File: src/hw/dcc_pkg.sv
package dcc_pkg;
    localparam logic [7:0] DCC_ADDR_CONTROL = 8'h00;
    localparam logic [7:0] DCC_ADDR_CODE = 8'h01;
    localparam logic [7:0] DCC_CONTROL_RESET = 8'h00;
    localparam logic [7:0] DCC_CODE_RESET = 8'h00;
    localparam int DCC_BIT_ENABLE = 0;
    localparam int DCC_BIT_PIN_BUFFER_ON = 6;
    localparam int DCC_BIT_KEEP_RUNNING = 7;
    localparam logic [7:0] DCC_CONTROL_WMASK = 8'hC1;
    localparam int DCC_CLK_MHZ = 125;
    // analog settle time after power-up, in ns (plain default)
    localparam int DCC_STARTUP_NS = 1000;
    localparam int DCC_STARTUP_CYC = (DCC_STARTUP_NS * DCC_CLK_MHZ + 999) / 1000;
    localparam int DCC_CNT_W = 8;

    typedef enum logic [1:0] {
        DCC_OFF = 2'b00,
        DCC_WARM = 2'b01,
        DCC_RUN = 2'b10
    } dcc_state_e;
endpackage

File: src/hw/dcc_startup_timer.sv
`timescale 1ns/1ps
`default_nettype none
module dcc_startup_timer
    import dcc_pkg::*;
(
    input wire logic mclk_i,
    input wire logic rst_n_i,
    input wire logic restart_i,
    input wire logic hold_i,
    output logic done_o
);
    typedef struct packed {
        logic [DCC_CNT_W-1:0] cnt;
        logic done;
    } dcc_tmr_s;

    dcc_tmr_s st_r;
    dcc_tmr_s st_nxt;

    always_comb begin
        st_nxt = st_r;
        if (hold_i || restart_i) begin
            st_nxt.cnt = DCC_CNT_W'(DCC_STARTUP_CYC - 1);
            st_nxt.done = 1'b0;
        end else if (!st_r.done) begin
            if (st_r.cnt == '0) begin
                st_nxt.done = 1'b1;
            end else begin
                st_nxt.cnt = st_r.cnt - 1'b1;
            end
        end
    end

    always_ff @(posedge mclk_i) begin
        if (!rst_n_i) begin
            st_r <= '0;
        end else begin
            st_r <= st_nxt;
        end
    end

    assign done_o = st_r.done;
endmodule
`default_nettype wire

File: src/hw/dcc_control.sv
// Decided for this implementation: the address-and-strobe port.
`timescale 1ns/1ps
`default_nettype none
module dcc_control
    import dcc_pkg::*;
(
    input wire logic mclk_i,
    input wire logic rst_n_i,
    input wire logic [7:0] addr_i,
    input wire logic [7:0] wdata_i,
    input wire logic wr_i,
    input wire logic rd_i,
    output logic [7:0] rdata_o,
    input wire logic standby_i,
    input wire logic power_down_i,
    input wire logic per_clk_avail_i,
    output logic core_power_o,
    output logic [7:0] core_code_o,
    output logic convert_start_o,
    output logic internal_out_valid_o,
    output logic pin_buffer_on_o,
    output logic ready_o
);
    typedef struct packed {
        logic [7:0] control;
        logic [7:0] code;
        logic [7:0] rdata;
        dcc_state_e state;
        logic pending;
        logic start;
        logic power;
        logic buffer;
        logic internal;
        logic [7:0] core_code;
        logic [2:0] slp_meta;
        logic [2:0] slp_sync;
    } dcc_ctl_s;

    dcc_ctl_s st_r;
    dcc_ctl_s st_nxt;
    logic warm_done;
    logic warm_hold;
    logic warm_restart;

    function automatic logic [7:0] dcc_read(input logic [7:0] a, input logic [7:0] ctl, input logic [7:0] cd);
        logic [7:0] v;
        v = 8'h00;
        if (a == DCC_ADDR_CONTROL) begin
            v = ctl & DCC_CONTROL_WMASK;
        end else if (a == DCC_ADDR_CODE) begin
            v = cd;
        end
        return v;
    endfunction

    // sleep inputs come from the power manager outside this clock domain
    logic en_bit;
    logic keep_bit;
    logic buf_bit;
    logic stby_s;
    logic pdown_s;
    logic clk_ok_s;
    logic shut;
    logic wr_ctl;
    logic wr_code;
    logic en_rise;

    always_comb begin
        st_nxt = st_r;
        en_bit = st_r.control[DCC_BIT_ENABLE];
        keep_bit = st_r.control[DCC_BIT_KEEP_RUNNING];
        buf_bit = st_r.control[DCC_BIT_PIN_BUFFER_ON];
        stby_s = st_r.slp_sync[0];
        pdown_s = st_r.slp_sync[1];
        clk_ok_s = st_r.slp_sync[2];
        wr_ctl = wr_i && (addr_i == DCC_ADDR_CONTROL);
        wr_code = wr_i && (addr_i == DCC_ADDR_CODE);
        en_rise = wr_ctl && wdata_i[DCC_BIT_ENABLE] && !en_bit;
        st_nxt.slp_meta = {per_clk_avail_i, power_down_i, standby_i};
        st_nxt.slp_sync = st_r.slp_meta;
        st_nxt.start = 1'b0;
        if (wr_ctl) begin
            st_nxt.control = wdata_i & DCC_CONTROL_WMASK;
        end
        if (wr_code) begin
            st_nxt.code = wdata_i;
        end
        if (rd_i) begin
            st_nxt.rdata = dcc_read(addr_i, st_r.control, st_r.code);
        end
        // shutdown: power down always, standby unless kept running with clock present
        shut = pdown_s || (stby_s && !(keep_bit && clk_ok_s));
        if (wr_code && en_bit) begin
            st_nxt.pending = 1'b1;
        end
        if (en_rise) begin
            st_nxt.pending = 1'b1;
        end
        unique case (st_r.state)
            DCC_OFF: begin
                if (en_bit && !shut) begin
                    st_nxt.state = DCC_WARM;
                end
            end
            DCC_WARM: begin
                if (!en_bit || shut) begin
                    st_nxt.state = DCC_OFF;
                end else if (warm_done) begin
                    st_nxt.state = DCC_RUN;
                end
            end
            DCC_RUN: begin
                if (!en_bit || shut) begin
                    st_nxt.state = DCC_OFF;
                end else if (st_r.pending || (wr_code && en_bit)) begin
                    // the code write lands in the core the same cycle it is stored
                    st_nxt.start = 1'b1;
                    st_nxt.core_code = wr_code ? wdata_i : st_r.code;
                    st_nxt.pending = 1'b0;
                end
            end
            default: begin
                st_nxt.state = DCC_OFF;
            end
        endcase
        if (!en_bit && !(wr_ctl && wdata_i[DCC_BIT_ENABLE])) begin
            st_nxt.pending = 1'b0;
        end
        // after a shutdown the held code is converted again once warm
        if (st_r.state != DCC_RUN && st_nxt.state == DCC_WARM) begin
            st_nxt.pending = 1'b1;
        end
        st_nxt.power = (st_nxt.state != DCC_OFF);
        st_nxt.internal = (st_nxt.state == DCC_RUN);
        // buffer follows power gated by the pin-buffer bit, not the run state; its analog output is meaningless while warming
        st_nxt.buffer = st_nxt.power && st_nxt.control[DCC_BIT_PIN_BUFFER_ON];
    end

    assign warm_hold = (st_r.state != DCC_WARM);
    assign warm_restart = 1'b0;

    dcc_startup_timer u_timer (
        .mclk_i(mclk_i),
        .rst_n_i(rst_n_i),
        .restart_i(warm_restart),
        .hold_i(warm_hold),
        .done_o(warm_done)
    );

    always_ff @(posedge mclk_i) begin
        if (!rst_n_i) begin
            st_r <= '0;
            st_r.control <= DCC_CONTROL_RESET;
            st_r.code <= DCC_CODE_RESET;
            st_r.state <= DCC_OFF;
        end else begin
            st_r <= st_nxt;
        end
    end

    assign rdata_o = st_r.rdata;
    assign core_power_o = st_r.power;
    assign core_code_o = st_r.core_code;
    assign convert_start_o = st_r.start;
    assign internal_out_valid_o = st_r.internal;
    assign pin_buffer_on_o = st_r.buffer;
    assign ready_o = st_r.internal;
endmodule
`default_nettype wire

File: config.mk
export PLATFORM = sky130hd
export DESIGN_NAME = dcc_control
export DESIGN_NICKNAME = d
export VERILOG_FILES = /design/src/hw/dcc_pkg.sv /design/src/hw/dcc_startup_timer.sv /design/src/hw/dcc_control.sv
export SDC_FILE = /design/constraint.sdc
export NUM_CORES = 1
export LEC_CHECK = 0
export BUFFER_PORTS_ARGS = -buffer_cell sky130_fd_sc_hd__buf_4
export CAP_MARGIN = 20
export CELL_PAD_IN_SITES_DETAIL_PLACEMENT = 1
export CELL_PAD_IN_SITES_GLOBAL_PLACEMENT = 2
export CORE_MARGIN = 2
export CORE_UTILIZATION = 33
export DETAILED_ROUTE_END_ITERATION = 8
export PLACE_DENSITY = 0.89
export SETUP_SLACK_MARGIN = 0.15
export SLEW_MARGIN = 20
export SYNTH_ARGS = -nofsm -noshare
export SYNTH_HDL_FRONTEND = slang
export SYNTH_SLANG_ARGS = --single-unit
File: constraint.sdc
create_clock -name mclk_i -period 1.98 [get_ports mclk_i]
set_input_delay 0.396 -clock mclk_i [delete_from_list [all_inputs] [get_ports mclk_i]]
set_output_delay 0.396 -clock mclk_i [all_outputs]
set_load 0.02 [all_outputs]
Word level (Yosys, flattened, before mapping) --
Index checks and enable logic that the tools add are counted.
Word-level totals: bits in registers 49, output and inout bits 21, word-level logic and storage cells 78
Cells by class: add/subtract/negate cells 1, eq/ne operators 9, multiplexer cells 20, bitwise operators 5, reduce and logical (&&, ||, !) cells 27
Operator list (count):
- 8-bit 2-to-1 mux | 5
- 8-bit logical NOT | 2
- 2-bit 2-to-1 mux | 7
- 7-bit 2-to-1 mux | 2
- 1-bit logical AND | 11
- 8-bit by 1-bit == test with 1-bit output, second input constant | 1
- 8-bit by 1-bit subtractor with 8-bit output, second input constant | 1
- 2-bit by 1-bit != test with 1-bit output, second input constant | 3
- 2-bit one-hot mux with 3 select lines | 1
- 1-bit 2-to-1 mux | 5
- 1-bit NOT | 5
- 2-bit by 1-bit == test with 1-bit output, second input constant | 2
- 2-bit == test, second input constant | 2
- 1-bit logical NOT | 4
- 2-bit AND reduction | 2
- 1-bit logical OR | 3
- 3-bit AND reduction | 1
- 3-bit OR reduction | 1
- 2-bit logical NOT | 1
- 2-bit != test, second input constant | 1
- 2-bit nonzero test | 1
- 2-bit OR reduction | 1

Longest topological paths before layout --
word-level depth 11, mapped depth 6, mapped depth without buffers 6

Modules after synthesis --
Synthesis repeated with hierarchy kept, for this count alone.
Unflattened totals: cells, all modules 248, area total of the unflattened synthesis 2260.9 um^2
By module, submodules not included:
- dcc_control | times used 1, cells each 194, area each 1781.7 um^2
- dcc_startup_timer | times used 1, cells each 54, area each 479.2 um^2

Worst setup path before layout --
No wires, ideal clock.
kind flip-flop to flip-flop, start point reg u_timer.st_r[1] in the netlist's numbering, end point reg u_timer.st_r[7] in the netlist's numbering, setup time 132 ps, arrival 1684 ps, required time 1848 ps, path slack 164 ps, cell stages (with the launch flop) 7, path buffers 0, cells stage by stage dfxtp_1 > inv_1 > ha_1 > or4b_2 > nor3_1 > mux2i_1 > a21oi_1
On the way: word-level cells in the longest chain between the ends 4
Ends and longest elaborated chain:
- start, declared | line dcc_startup_timer.sv:17 | dcc_tmr_s st_r;
- start signal, assigned | line dcc_startup_timer.sv:38 | st_r <= st_nxt;
- 8-bit by 1-bit subtractor with 8-bit output | line dcc_startup_timer.sv:29 | st_nxt.cnt = st_r.cnt - 1'b1;
- 7-bit 2-to-1 mux | line dcc_startup_timer.sv:26 | if (st_r.cnt == '0) begin
- 8-bit 2-to-1 mux | line dcc_startup_timer.sv:25 | end else if (!st_r.done) begin
- 8-bit 2-to-1 mux | line dcc_startup_timer.sv:22 | if (hold_i || restart_i) begin
Several ways; a longest one is shown, not always the timed one. The select of a mux whose other input is x is not followed. A chain may end at the register's enable or synchronous reset.

Worst setup path after layout --
start point reg u_timer.st_r[3] in the netlist's numbering, end point reg u_timer.st_r[6] in the netlist's numbering
Same word-level chain as after synthesis.

==> metrics <==
DRC 0; Initial Utilization 34.3%; Routed Antenna Nets 0; synth cell count leaders dfxtp_1 (49), nor2_1 (27), buf_4 (17), a21oi_1 (16), mux2i_1 (12); clk buf depth 2; Yosys Warn Count 0; Port Buffers 43; Setup violations, final 0; DRT Pass-1 Iters 4; cells taking the most area after synthesis dfxtp_1 (45%), buf_4 (5.8%), mux2i_1 (5.5%); Die ar. approximately 7300 µm²; Synth Cell Area 2190 µm²; Max Clock Freq between 0.5 and 0.6 GHz; Slew Viols, Final 0; leakage power of the design 1.04 nW; Synth Area per Inst 9.25 µm²; fin nets between 200 and 300; max_cap viols 0; Layout area overhead 19.6%; Filler Cell Count 735; multi-input logic area around 990 µm²; largest net degree at the start of global routing 26; VDD IR-drop max approximately 0.34 mV; global-route wire length before repair 8.59 mm; asr flop ratio synth 0%; crit path time final 1680 ps; Period Utilization, post-route 85.0%; Sum Neg Setup Slack 0 ps; clock transition at the registers of the reported paths 90 ps; # Post-CTS Setup Buffers 0; WL per Instance 15.0 µm; grt ovf 0; core area around 6400 µm²; Syn Nets about 260; count of final hold-check violations 0; cell taking the most area after synthesis dfxtp_1; RD Place Congestion between 0.7 and 0.8; Slew headroom 56.6%; PD cells 739 nW/µm²; Distinct cells, synth 37; Hold WC Path Type in -> reg; H-tree levels 2; crit path launch type flip-flop; Final Util 41.1%; crit path capture type flip-flop; count leader, synth dfxtp_1; CP Class reg -> reg; Storage cell area 981 µm²; Ports 44; EDFF count, synth 0; total track usage 14.7%; top_reg_cell synth dfxtp_1; clk_lat worst skew 300 ps; CTS Root Buffer Type clkbuf_8; Worst Skew 12.5 ps; die width 85.5 µm; arrival time worst endpoint 1860 ps; Vias per Instance a little over 5; layout cells sized above 1 between 20 and 30%; n_diodes 0; final WL 5.12 mm; Detailed Place HPWL about 3.6 mm; RSZ-0062 raised after global routing false; die span in y around 86 µm; vias after detailed routing 1733; initial antenna violation count 0; count of state elements after synthesis between 40 and 50; Post-Syn Instances 237; Worst Tran Pin Value 650 ps; CTS tree yes; outcome completed; Synth top area share about 45%; Crit Path Max Fanout 5; WHS 306 ps; vias in the first global route 1746; CTS Sinks 49; cell row count 29; worst path required time roughly 2200 ps; Iteration-0 DRC Markers a little over 70; post-synthesis sequential area ratio 44.7%; TritonCTS buffer count 5
## power by group
| part | internal [mW] | switching (mW) | total [mW] |
|---|---|---|---|
| Combinational | 0.0524 | 0.0463 | 0.0987 |
| Clock | 0.502 | 0.332 | 0.834 |
| Sequential | 0.996 | 0.0106 | 1.01 |
## sequential cells by signal (all words and copies together), names as in the netlist
signal and count:
rdata_o 8, pin_buffer_on_o 1, core_power_o 1, u_timer.done_o 1, pdown_s 1, en_bit 1, st_r 12, buf_bit 1
keep_bit 1, clk_ok_s 1, core_code_o 8, internal_out_valid_o 1, u_timer.st_r 8, convert_start_o 1, st_nxt 3
## cells in the final DEF (no fill, tap or decap), types with 2 or more instances in the layout
cell type,instances
buf_4,50
and2_1,8
xnor2_1,3
nand3_1,8
nor3_1,2
a211oi_1,3
inv_1,11
nor2b_1,4
nand2b_1,10
nand2_1,4
mux2_2,3
o21a_1,9
bufinv_16,2
o221a_2,8
nor2_1,27
nand4b_1,2
a2111oi_2,2
a21oi_1,16
clkbuf_8,5
a31oi_1,10
mux2i_1,12
dfxtp_1,49
## repair_timing
item	CTS	global route
hold buffers	0	0
resized for setup	1	1
endpoints found under the hold margin	0	0
endpoints found under the setup margin	1	1
## layout make-up
cell class | count | share of cell area, %
timing repair buffer | 50 | 14.3
tap | 77 | 3.67
inverter | 12 | 1.72
sequential | 49 | 37.4
clock inverter | 3 | 2.48
multi-input combinational | 145 | 37.8
clock buffer | 5 | 2.62
## metrics by stage
stage                     total power, mW  setup WS, ps  instance area (µm²)  instances
after CTS                            1.96           158                 2620        341
after detailed placement             1.13          35.1                 2480        333
after global routing                 2.01           205                 2620        341
after global placement               1.12          39.8                 2480        333
after floorplan                      1.07           164                 2190        237
final                                1.94           298                 2620        341
## routing by layer
layer,up-vias,part of all wire [%],track usage (%)
li1,857,-,-
met1,836,47,19.2
met2,35,47,24.3
met3,5,4.6,3.08
met4,0,1.3,5.05
met5,-,0,0
## cell families after synthesis
kind of cell,after synthesis,share of synthesized area [%]
AO/OA/AOI/OAI,53,18.2
XOR/XNOR,3,1.20
multiplexers,15,7.02
flip-flops,49,44.7
AND/OR/NAND/NOR,73,17.9
adder cells (fa/ha/maj),1,0.571
buffers and inverters,43,10.4
## final timing paths
path,cells past startpoint,end,slack [ps],from
worst max-delay path,4,u_timer.st_r[6],300,u_timer.st_r[3]
worst min-delay path,2,st_nxt[2],310,per_clk_avail_i
worst max register to register,4,u_timer.st_r[6],300,u_timer.st_r[3]
worst min register to register,1,clk_ok_s,440,st_nxt[2]
## worst max-delay path, cell delays in order (launching register included)
cell,delay [ps]
dfxtp_1,360
or4_4,580
a2111oi_2,380
xnor2_1,160
a21oi_1,80
No activity file was read; power rests on OpenSTA's default activity.
